==> config.mk <==
export PLATFORM = sky130hd
export DESIGN_NAME = dfp_top
export DESIGN_NICKNAME = d
export VERILOG_FILES = /design/src/hdl/dfp_pkg.sv /design/src/hdl/dfp_top.sv
export SDC_FILE = /design/constraint.sdc
export NUM_CORES = 2
export LEC_CHECK = 0
export BUFFER_PORTS_ARGS = -buffer_cell sky130_fd_sc_hd__buf_2
export CORE_ASPECT_RATIO = 1.75
export CORE_MARGIN = 2
export CORE_UTILIZATION = 33
export DETAILED_ROUTE_END_ITERATION = 12
export HOLD_SLACK_MARGIN = 0.15
export PLACE_DENSITY = 0.57
export SYNTH_ARGS = -nofsm -noshare
export SYNTH_HDL_FRONTEND = slang
export SYNTH_SLANG_ARGS = --single-unit
==> constraint.sdc <==
create_clock -name MCLK_I -period 30.7 [get_ports MCLK_I]
set_input_delay 6.14 -clock MCLK_I [delete_from_list [all_inputs] [get_ports MCLK_I]]
set_output_delay 6.14 -clock MCLK_I [all_outputs]
set_load 0.02 [all_outputs]
==> src/hdl/dfp_pkg.sv <==
// Constants and types of the drive fault protection block
package dfp_pkg;
    // Timing: one protection tick is 0.1 s
    localparam int CLK_PERIOD_NS = 25;
    localparam int TICK_NS = 100_000_000;
    localparam int TICK_CYC = TICK_NS / CLK_PERIOD_NS;
    localparam logic [3:0] GND_DELAY_TICKS = 4'h5;
    localparam logic [3:0] GND_TEST_TICKS = 4'h2;

    // Register offsets
    localparam logic [7:0] ADDR_CTRL = 8'h00;
    localparam logic [7:0] ADDR_OL_GAIN = 8'h04;
    localparam logic [7:0] ADDR_OL_WARN = 8'h08;
    localparam logic [7:0] ADDR_OV_GAIN = 8'h0C;
    localparam logic [7:0] ADDR_OV_THR = 8'h10;
    localparam logic [7:0] ADDR_OC_GAIN = 8'h14;
    localparam logic [7:0] ADDR_OC_THR = 8'h18;
    localparam logic [7:0] ADDR_FW_COEFF = 8'h1C;
    localparam logic [7:0] ADDR_AR_COUNT = 8'h20;
    localparam logic [7:0] ADDR_AR_INTERVAL = 8'h24;
    localparam logic [7:0] ADDR_RATED_FREQ = 8'h28;
    localparam logic [7:0] ADDR_STATUS = 8'h2C;
    localparam logic [7:0] ADDR_INT_STAT = 8'h30;
    localparam logic [7:0] ADDR_INT_MASK = 8'h34;
    localparam logic [7:0] ADDR_OL_ACC = 8'h38;

    // Control register fields
    localparam int CTRL_OL_SEL = 0;
    localparam int CTRL_GND_SEL = 1;
    localparam int CTRL_FOUT_SEL = 2;
    localparam int CTRL_INPL_SEL = 3;
    localparam int CTRL_OUTPL_SEL = 4;
    localparam int CTRL_MAN_RST = 5;

    // Interrupt status fields
    localparam int INT_OL_WARN = 0;
    localparam int INT_FAULT = 1;
    localparam int INT_AUTO_RST = 2;
    localparam int INT_LATCH = 3;
    localparam int INT_STALL = 4;

    // Reset values and ranges
    localparam logic [4:0] CTRL_RST = 5'h1F;
    localparam logic [9:0] OL_GAIN_RST = 10'h064;
    localparam logic [9:0] OL_GAIN_MIN = 10'h014;
    localparam logic [9:0] OL_GAIN_MAX = 10'h3E8;
    localparam logic [9:0] OL_WARN_RST = 10'h050;
    localparam logic [9:0] OL_WARN_MIN = 10'h032;
    localparam logic [9:0] OL_WARN_MAX = 10'h064;
    localparam logic [9:0] OV_GAIN_RST = 10'h01E;
    localparam logic [9:0] OV_GAIN_MAX = 10'h064;
    localparam logic [9:0] OV_THR_RST = 10'h2F8;
    localparam logic [9:0] OV_THR_220 = 10'h1A0;
    localparam logic [9:0] OV_THR_380 = 10'h2F8;
    localparam logic [9:0] OV_THR_480 = 10'h379;
    localparam logic [9:0] OC_GAIN_RST = 10'h014;
    localparam logic [9:0] OC_GAIN_MAX = 10'h064;
    localparam logic [9:0] OC_THR_RST = 10'h096;
    localparam logic [9:0] OC_THR_MIN = 10'h064;
    localparam logic [9:0] OC_THR_MAX = 10'h0C8;
    localparam logic [9:0] FW_RST = 10'h0C8;
    localparam logic [9:0] FW_MIN = 10'h032;
    localparam logic [9:0] FW_MAX = 10'h12C;
    localparam logic [4:0] AR_COUNT_RST = 5'h00;
    localparam logic [4:0] AR_COUNT_MAX = 5'h14;
    localparam logic [9:0] AR_INT_RST = 10'h00A;
    localparam logic [9:0] AR_INT_MIN = 10'h001;
    localparam logic [9:0] AR_INT_MAX = 10'h3E8;
    localparam logic [15:0] RATED_FREQ_RST = 16'h1388;

    // Overload curve, current levels in 0.1 % of rated current
    localparam logic [16:0] OL_LIMIT = 17'h08CA0;
    localparam logic [11:0] OL_LVL_HI = 12'h898;
    localparam logic [11:0] OL_LVL_MID = 12'h73A;
    localparam logic [11:0] OL_LVL_LO = 12'h5DC;
    localparam logic [16:0] OL_RATE_HI = 17'h0003C;
    localparam logic [16:0] OL_RATE_MID = 17'h00008;
    localparam logic [16:0] OL_RATE_LO = 17'h00001;

    // Supply classes
    localparam logic [1:0] CLASS_1P220 = 2'h0;
    localparam logic [1:0] CLASS_3P220 = 2'h1;
    localparam logic [1:0] CLASS_3P380 = 2'h2;

    typedef enum logic [1:0] {ST_RUN, ST_WAIT, ST_LATCH} dfp_state_type;
    typedef enum logic [1:0] {GP_DELAY, GP_TEST, GP_DONE} dfp_gnd_type;

    typedef struct packed {
        logic [11:0] current;
        logic [9:0] bus_v;
        logic [15:0] freq;
        logic accel;
        logic decel;
    } dfp_meas_type;
endpackage

==> src/hdl/dfp_top.sv <==
// Drive fault protection: overload, stall, ground check, auto reset
`timescale 1ns/1ps
// Functional notes
// - Overload check off at 0, curve at 1
// - Trip 220% one minute, 150% sixty minutes
// - Overload gain scales curve current axis
// - Prewarning when accumulation exceeds curve times coefficient
// - Hold frequency while decelerating above voltage threshold
// - Overvoltage stall off when its gain zero
// - Threshold default chosen by supply class
// - Reduce frequency while accelerating or decelerating at current stall threshold
// - Overcurrent stall off when its gain zero
// - Above rated frequency limit scaled by ratio
// - Ground short test drives phases after power-up
// - Auto reset count limited, then stay latched
// - Fault output during auto reset selectable
// - Wait interval before each auto reset
// - Input phase loss only above 30 kW
// - Output phase loss protection selectable
module dfp_top #(
    parameter int TICK_CYCLES = dfp_pkg::TICK_CYC
) (
    // Clock and reset
    input wire logic MCLK_I,
    input wire logic NRST_I,
    // Register port
    input wire logic [7:0] ADDR_I,
    input wire logic [31:0] WDATA_I,
    input wire logic WR_I,
    input wire logic RD_I,
    output logic [31:0] RDATA_O,
    // Drive measurements and straps
    input wire dfp_pkg::dfp_meas_type MEAS_I,
    input wire logic [1:0] SUPPLY_CLASS_I,
    input wire logic MODEL_ABOVE_30KW_I,
    input wire logic GND_SHORT_I,
    input wire logic IN_PHASE_LOSS_I,
    input wire logic OUT_PHASE_LOSS_I,
    // Control outputs
    output logic OL_WARN_O,
    output logic FREQ_HOLD_O,
    output logic FREQ_REDUCE_O,
    output logic GND_TEST_O,
    output logic FAULT_O,
    output logic AUTO_RESET_O,
    output logic IRQ_O
);
    import dfp_pkg::*;

    localparam int TW = $clog2(TICK_CYCLES + 1);

    function automatic logic [9:0] clampf(
        input logic [31:0] v,
        input logic [9:0] lo,
        input logic [9:0] hi
    );
        logic [9:0] r;
        if (v < {22'h0, lo}) begin
            r = lo;
        end else if (v > {22'h0, hi}) begin
            r = hi;
        end else begin
            r = v[9:0];
        end
        return r;
    endfunction

    ////////////////////////////////////////////////////////////////
    // Registers
    logic [4:0] ctrl_r;
    logic [9:0] ol_gain_r, ol_warn_r, ov_gain_r, ov_thr_r;
    logic [9:0] oc_gain_r, oc_thr_r, fw_r, ar_int_r;
    logic [4:0] ar_count_r;
    logic [15:0] rated_r;
    logic [4:0] int_stat_r, int_mask_r, int_set;
    logic class_done_r;
    logic [31:0] rdata_r, rdata_nxt;
    logic [TW-1:0] tick_cnt_r;
    logic tick;
    logic [16:0] acc_r, acc_nxt, acc_rate;
    dfp_state_type st_r, st_nxt;
    dfp_gnd_type gp_r;
    logic [3:0] gnd_cnt_r;
    logic [4:0] attempts_r;
    logic [9:0] wait_r;
    logic [2:0] cause_r;
    logic warn_r, hold_r, reduce_r, fault_out_r, auto_rst_r;

    ////////////////////////////////////////////////////////////////
    // Bus decode
    wire wr_ctrl = WR_I && ADDR_I == ADDR_CTRL;
    wire man_rst = wr_ctrl && WDATA_I[CTRL_MAN_RST];
    wire rd_int = RD_I && ADDR_I == ADDR_INT_STAT;
    wire ol_sel = ctrl_r[CTRL_OL_SEL];
    wire fout_sel = ctrl_r[CTRL_FOUT_SEL];

    always_comb begin
        case (ADDR_I)
            ADDR_CTRL: rdata_nxt = {27'h0, ctrl_r};
            ADDR_OL_GAIN: rdata_nxt = {22'h0, ol_gain_r};
            ADDR_OL_WARN: rdata_nxt = {22'h0, ol_warn_r};
            ADDR_OV_GAIN: rdata_nxt = {22'h0, ov_gain_r};
            ADDR_OV_THR: rdata_nxt = {22'h0, ov_thr_r};
            ADDR_OC_GAIN: rdata_nxt = {22'h0, oc_gain_r};
            ADDR_OC_THR: rdata_nxt = {22'h0, oc_thr_r};
            ADDR_FW_COEFF: rdata_nxt = {22'h0, fw_r};
            ADDR_AR_COUNT: rdata_nxt = {27'h0, ar_count_r};
            ADDR_AR_INTERVAL: rdata_nxt = {22'h0, ar_int_r};
            ADDR_RATED_FREQ: rdata_nxt = {16'h0, rated_r};
            ADDR_STATUS: rdata_nxt = {16'h0, cause_r, attempts_r,
                gp_r, st_r, warn_r, hold_r, reduce_r, fault_out_r};
            ADDR_INT_STAT: rdata_nxt = {27'h0, int_stat_r};
            ADDR_INT_MASK: rdata_nxt = {27'h0, int_mask_r};
            ADDR_OL_ACC: rdata_nxt = {15'h0, acc_r};
            default: rdata_nxt = 32'h0;
        endcase
    end

    // Configuration writes, values clamped to their ranges
    always_ff @(posedge MCLK_I) begin
        if (!NRST_I) begin
            ctrl_r <= CTRL_RST;
            ol_gain_r <= OL_GAIN_RST;
            ol_warn_r <= OL_WARN_RST;
            ov_gain_r <= OV_GAIN_RST;
            oc_gain_r <= OC_GAIN_RST;
            oc_thr_r <= OC_THR_RST;
            fw_r <= FW_RST;
            ar_count_r <= AR_COUNT_RST;
            ar_int_r <= AR_INT_RST;
            rated_r <= RATED_FREQ_RST;
            int_mask_r <= 5'h00;
        end else if (WR_I) begin
            case (ADDR_I)
                ADDR_CTRL: ctrl_r <= WDATA_I[4:0];
                ADDR_OL_GAIN: ol_gain_r <=
                    clampf(WDATA_I, OL_GAIN_MIN, OL_GAIN_MAX);
                ADDR_OL_WARN: ol_warn_r <=
                    clampf(WDATA_I, OL_WARN_MIN, OL_WARN_MAX);
                ADDR_OV_GAIN: ov_gain_r <=
                    clampf(WDATA_I, 10'h000, OV_GAIN_MAX);
                ADDR_OC_GAIN: oc_gain_r <=
                    clampf(WDATA_I, 10'h000, OC_GAIN_MAX);
                ADDR_OC_THR: oc_thr_r <=
                    clampf(WDATA_I, OC_THR_MIN, OC_THR_MAX);
                ADDR_FW_COEFF: fw_r <= clampf(WDATA_I, FW_MIN, FW_MAX);
                ADDR_AR_COUNT: ar_count_r <=
                    5'(clampf(WDATA_I, 10'h000, {5'h0, AR_COUNT_MAX}));
                ADDR_AR_INTERVAL: ar_int_r <=
                    clampf(WDATA_I, AR_INT_MIN, AR_INT_MAX);
                ADDR_RATED_FREQ: rated_r <= WDATA_I[15:0];
                ADDR_INT_MASK: int_mask_r <= WDATA_I[4:0];
                default: ;
            endcase
        end
    end

    wire [9:0] class_thr = (SUPPLY_CLASS_I == CLASS_1P220 ||
        SUPPLY_CLASS_I == CLASS_3P220) ? OV_THR_220 :
        (SUPPLY_CLASS_I == CLASS_3P380) ? OV_THR_380 : OV_THR_480;

    always_ff @(posedge MCLK_I) begin
        if (!NRST_I) begin
            ov_thr_r <= OV_THR_RST;
            class_done_r <= 1'b0;
        end else begin
            class_done_r <= 1'b1;
            if (!class_done_r) begin
                ov_thr_r <= class_thr;
            end else if (WR_I && ADDR_I == ADDR_OV_THR) begin
                ov_thr_r <= WDATA_I[9:0];
            end
        end
    end

    always_ff @(posedge MCLK_I) begin
        if (!NRST_I) begin
            rdata_r <= 32'h0;
        end else begin
            rdata_r <= RD_I ? rdata_nxt : 32'h0;
        end
    end

    ////////////////////////////////////////////////////////////////
    // Protection tick
    assign tick = tick_cnt_r == TW'(TICK_CYCLES - 1);

    always_ff @(posedge MCLK_I) begin
        if (!NRST_I || tick) begin
            tick_cnt_r <= '0;
        end else begin
            tick_cnt_r <= tick_cnt_r + 1'b1;
        end
    end

    ////////////////////////////////////////////////////////////////
    // Inverse-time overload
    // current scaled by gain
    wire [23:0] cur_x100 = 24'(MEAS_I.current) * 24'h000064;
    wire [23:0] gain_w = {14'h0, ol_gain_r};
    wire ol_hi = cur_x100 >= 24'(OL_LVL_HI) * gain_w;
    wire ol_mid = cur_x100 >= 24'(OL_LVL_MID) * gain_w;
    wire ol_lo = cur_x100 >= 24'(OL_LVL_LO) * gain_w;
    wire ol_trip = ol_sel && acc_r >= OL_LIMIT;
    wire ol_warn_hit = ol_sel && 24'(acc_r) * 24'h000064 >
        24'(OL_LIMIT) * {14'h0, ol_warn_r};

    assign acc_rate = ol_hi ? OL_RATE_HI :
        ol_mid ? OL_RATE_MID : OL_RATE_LO;

    always_comb begin
        acc_nxt = acc_r;
        if (!ol_sel || man_rst || auto_rst_r) begin
            acc_nxt = 17'h0;
        end else if (tick && ol_lo) begin
            acc_nxt = (acc_r + acc_rate > OL_LIMIT) ? OL_LIMIT :
                acc_r + acc_rate;
        end else if (tick && acc_r != 17'h0) begin
            acc_nxt = acc_r - 17'h1;
        end
    end

    always_ff @(posedge MCLK_I) begin
        if (!NRST_I) begin
            acc_r <= 17'h0;
        end else begin
            acc_r <= acc_nxt;
        end
    end

    ////////////////////////////////////////////////////////////////
    // Stall control
    // overvoltage hold
    wire ov_stall = MEAS_I.decel && ov_gain_r != 10'h0 &&
        MEAS_I.bus_v > ov_thr_r;
    wire above_rated = MEAS_I.freq > rated_r;
    wire [39:0] oc_lhs = 40'(MEAS_I.current) * 40'(rated_r) *
        40'h64;
    wire [39:0] oc_rhs = 40'(MEAS_I.freq) * 40'(fw_r) *
        40'(oc_thr_r) * 40'hA;
    wire [15:0] oc_base = 16'(oc_thr_r) * 16'hA;
    wire oc_hit = above_rated ? oc_lhs >= oc_rhs :
        {4'h0, MEAS_I.current} >= oc_base;
    wire oc_stall = (MEAS_I.accel || MEAS_I.decel) &&
        oc_gain_r != 10'h0 && oc_hit;

    ////////////////////////////////////////////////////////////////
    // Power-up ground check
    always_ff @(posedge MCLK_I) begin
        if (!NRST_I) begin
            gp_r <= GP_DELAY;
            gnd_cnt_r <= 4'h0;
        end else begin
            case (gp_r)
                GP_DELAY: begin
                    if (!ctrl_r[CTRL_GND_SEL]) begin
                        gp_r <= GP_DONE;
                    end else if (tick) begin
                        gnd_cnt_r <= gnd_cnt_r + 4'h1;
                        if (gnd_cnt_r == GND_DELAY_TICKS - 4'h1) begin
                            gp_r <= GP_TEST;
                            gnd_cnt_r <= 4'h0;
                        end
                    end
                end
                GP_TEST: begin
                    if (GND_SHORT_I) begin
                        gp_r <= GP_DONE;
                    end else if (tick) begin
                        gnd_cnt_r <= gnd_cnt_r + 4'h1;
                        if (gnd_cnt_r == GND_TEST_TICKS - 4'h1) begin
                            gp_r <= GP_DONE;
                        end
                    end
                end
                GP_DONE: gp_r <= GP_DONE;
                default: gp_r <= GP_DONE;
            endcase
        end
    end

    wire gnd_fault = gp_r == GP_TEST && GND_SHORT_I;
    wire inpl_fault = ctrl_r[CTRL_INPL_SEL] && MODEL_ABOVE_30KW_I &&
        IN_PHASE_LOSS_I;
    wire outpl_fault = ctrl_r[CTRL_OUTPL_SEL] && OUT_PHASE_LOSS_I;
    wire any_fault = ol_trip || gnd_fault || inpl_fault || outpl_fault;
    wire [2:0] cause_w = {inpl_fault || outpl_fault,
        gnd_fault || outpl_fault, ol_trip};

    ////////////////////////////////////////////////////////////////
    // Fault and auto reset sequencing
    wire new_fault = st_r == ST_RUN && any_fault;
    wire wait_done = st_r == ST_WAIT && tick && wait_r + 10'h1 >= ar_int_r;

    always_comb begin
        st_nxt = st_r;
        case (st_r)
            ST_RUN: begin
                if (any_fault) begin
                    st_nxt = (attempts_r < ar_count_r) ? ST_WAIT :
                        ST_LATCH;
                end
            end
            ST_WAIT: begin
                if (wait_done) begin
                    st_nxt = ST_RUN;
                end
            end
            ST_LATCH: st_nxt = ST_LATCH;
            default: st_nxt = ST_RUN;
        endcase
        if (man_rst) begin
            st_nxt = ST_RUN;
        end
    end

    always_ff @(posedge MCLK_I) begin
        if (!NRST_I) begin
            st_r <= ST_RUN;
            attempts_r <= 5'h0;
            wait_r <= 10'h0;
            cause_r <= 3'h0;
            auto_rst_r <= 1'b0;
        end else begin
            st_r <= st_nxt;
            auto_rst_r <= wait_done && !man_rst;
            if (new_fault) begin
                cause_r <= cause_w;
            end
            if (man_rst) begin
                attempts_r <= 5'h0;
                wait_r <= 10'h0;
            end else if (wait_done) begin
                attempts_r <= attempts_r + 5'h1;
                wait_r <= 10'h0;
            end else if (st_r == ST_WAIT && tick) begin
                wait_r <= wait_r + 10'h1;
            end
        end
    end

    ////////////////////////////////////////////////////////////////
    // Outputs and interrupts
    always_ff @(posedge MCLK_I) begin
        if (!NRST_I) begin
            warn_r <= 1'b0;
            hold_r <= 1'b0;
            reduce_r <= 1'b0;
            fault_out_r <= 1'b0;
        end else begin
            warn_r <= ol_warn_hit;
            hold_r <= ov_stall;
            reduce_r <= oc_stall;
            fault_out_r <= st_nxt == ST_LATCH ||
                (st_nxt == ST_WAIT && fout_sel);
        end
    end

    assign int_set = {(ov_stall && !hold_r) || (oc_stall && !reduce_r),
        st_nxt == ST_LATCH && st_r != ST_LATCH, auto_rst_r,
        new_fault, ol_warn_hit && !warn_r};

    // Read clears, a new event in the same cycle wins
    always_ff @(posedge MCLK_I) begin
        if (!NRST_I) begin
            int_stat_r <= 5'h00;
        end else begin
            int_stat_r <= (rd_int ? 5'h00 : int_stat_r) | int_set;
        end
    end

    assign IRQ_O = |(int_stat_r & int_mask_r);
    assign RDATA_O = rdata_r;
    assign OL_WARN_O = warn_r;
    assign FREQ_HOLD_O = hold_r;
    assign FREQ_REDUCE_O = reduce_r;
    assign GND_TEST_O = gp_r == GP_TEST;
    assign FAULT_O = fault_out_r;
    assign AUTO_RESET_O = auto_rst_r;
endmodule // dfp_top

==> impl_metrics.yaml <==
worst_setup_path:
  cp-end-kind: "register"
  worst_ep_required_time_ps: 31170
  crit_slowest_cell: "xnor2_1"
  cp_max_fo: 11
  crit_top_cell: "fa_1"
  worstSetupPathType: "in2reg"
  cp_data_arrival_time_ps: 20350
  worstSetupStartpointType: "input port"
  slowest_delay_ps: 600
sta:
  min_period_ps: 19880
  finalSetupViolCount: 0
  rsz0062_at_grt: "false"
  finClkSkew_ps: 33.7
  slew_viol_final: 0
  timing.slew.headroom_pct: 21.0
  period_share_pct: 64.8
  fmax_ghz: 0.0503
  final.setup.tns_ps: 0
  tightestPinTransition_ps: 1170
  final_hold_viol_count: 0
placed_design:
  gp_congestion: 0.943
  io_buffers: 113
  dp_hpwl_mm: 124
clocking:
  cts_buffers: 23
  cts_root_buf: "clkbuf_16"
  insertion_delay_ps: 560
  clockBufferDepth: 3
  clkTransAtPathRegs_ps: 80
  cts_tree: "yes"
  cts_htree_levels: 1
  cts_hold_buf: 0
  postCtsResizedCells: 0
  cts_num_sinks: 204
  post_cts_buffers: 0
floorplan:
  die_area_um2: 146000
  core_um2: 142000
  die_x_um: 289
  start_util_pct: 33.2
  rows: 183
  io_pins: 129
  fp.dieH_um: 503
logic_synthesis:
  ys.flop_type: "dfxtp_1"
  ys_ff_latch: 204
  async_flop_share_pct: 0
  synth.distinct_cells: 94
  synth_edf_count: 0
  ys_warn_count: 0
  netlist_area_um2: 47000
  syn_area_per_cell_um2: 8.45
  ys_seq_area_share_pct: 8.68
  syn_inst: 5567
routing:
  wl_met2_mm: 80.0
  drt_iter0_drc: 2043
  drc: 0
  vias_per_cell: 5.24
  routed_wl_mm: 149
  top_layer: "met5"
  drt_first_pass_iters: 7
  via_count: 39100
  ant_nets: 0
  wl_per_cell_um: 20.0
  wl_met1_mm: 52.8
  routed-wl-met3_mm: 5.64
flow_run:
  drv_cap: 0
min_path:
  hold_path_class: "reg2reg"
global_routing:
  antenna_found_initial: 10
  grt_pass1_wl_mm: 232
  grt_usage_pct: 20.6
  grt_start_max_net_pins: 68
  gr-total-overflow: 0
  grt_pass1_vias: 41200
final_layout:
  layout_commonest_cell: "inv_1"
  fill_cells: 14700
  area_growth_pct: 7.33
  final_cell_mix: "inv_1, ha_1, nand2_1"
  drive_gt1_share_pct: 4.75
  nets: 7116
status:
  status: "finished, final reports clean"
## registers in the layout, summed over array words and instances, names as in the netlist, 16 cells and up
signal and count:
tick_cnt_r 22, RDATA_O 17, acc_r 17, rated_r 16
## per-layer routing
layer  vias to the layer above  GRT usage [%]
li1                      18400              -
met4                         6           12.3
met2                       987           39.7
met3                       365           1.69
met5                         -              0
met1                     19400           21.4
## kinds of logic (layout without fill, tap and decap cells)
logic type / count (synthesis) / after routing / synth area share [%]
muxes: 9 / 9 / 0.197
adders and majority gates: 1437 / 1437 / 47.4
other: 1 / 17 / 0.00797
buffers and inverters: 1109 / 1133 / 8.98
xor gates and xnor gates: 271 / 271 / 5.05
DFF: 204 / 204 / 8.68
and+or+nand+nor: 1602 / 1602 / 16.4
AOI/OAI and AO/OA: 934 / 934 / 13.2
## synthesized netlist by cell type, types with 32 or more instances
master	number	area [um^2]
a21o_1	106	796
xnor2_1	168	1470
dfxtp_1	204	4080
nand2b_1	53	332
o21ai_0	152	761
o211ai_1	40	300
inv_1	920	3450
and3_1	64	400
and2_1	250	1560
a21oi_1	273	1370
a31oi_1	48	300
clkbuf_1	164	616
xor2_1	103	902
o21a_1	32	240
fa_1	575	11500
nor3_1	51	255
nor2b_1	52	325
nand2_1	611	2290
ha_1	862	10800
nand3_1	107	536
nor2_1	278	1040
nand4_1	36	225
## through the flow
step / instance area [um^2] / hold slack, ps / util, % / cells / setup WS (ps)
finish: 50500 / 463 / 35.6 / 7457 / 10820
global route: 50500 / 497 / 35.6 / 7456 / 9940
CTS: 50500 / 469 / 35.6 / 7455 / 10880
detailed placement: 49700 / 456 / 35.0 / 7414 / 10350
global placement: 49700 / 452 / 35.0 / 7414 / 10520
floorplan: 47100 / 430 / - / 5581 / 11710
## area by class of cell
| class | instances | area (um^2) | area share (%) |
|---|---|---|---|
| inverters | 921 | 3460 | 6.85 |
| repair buffers | 171 | 1000 | 1.98 |
| multi-input cells | 4268 | 38800 | 76.9 |
| diodes | 2 | 5.00 | 0.00991 |
| well taps | 1850 | 2310 | 4.59 |
| clock buffers | 28 | 634 | 1.26 |
| clock inverters | 13 | 190 | 0.377 |
| flip-flops and latches | 204 | 4080 | 8.09 |
## critical path, delay by kind of cell
family / cells / cell delay [ps]
and+or+nand+nor: 16 / 2770
AOI/OAI and AO/OA: 18 / 3510
buffers and inverters: 9 / 700
adders and majority gates: 15 / 6420
xor gates and xnor gates: 2 / 780
## final timing paths
path	endpoint	start	cells past startpoint	slack, ps
setup / recovery	int_stat_r[4]	MEAS_I[9]	60	10820
hold / removal	tick_cnt_r[0]	tick_cnt_r[0]	1	460
setup reg to reg	int_stat_r[4]	fw_r[4]	59	16090
hold reg to reg	tick_cnt_r[0]	tick_cnt_r[0]	1	460
Power is not shown: default switching activity piles up to over one toggle a cycle in this logic, so the estimate is an artifact.
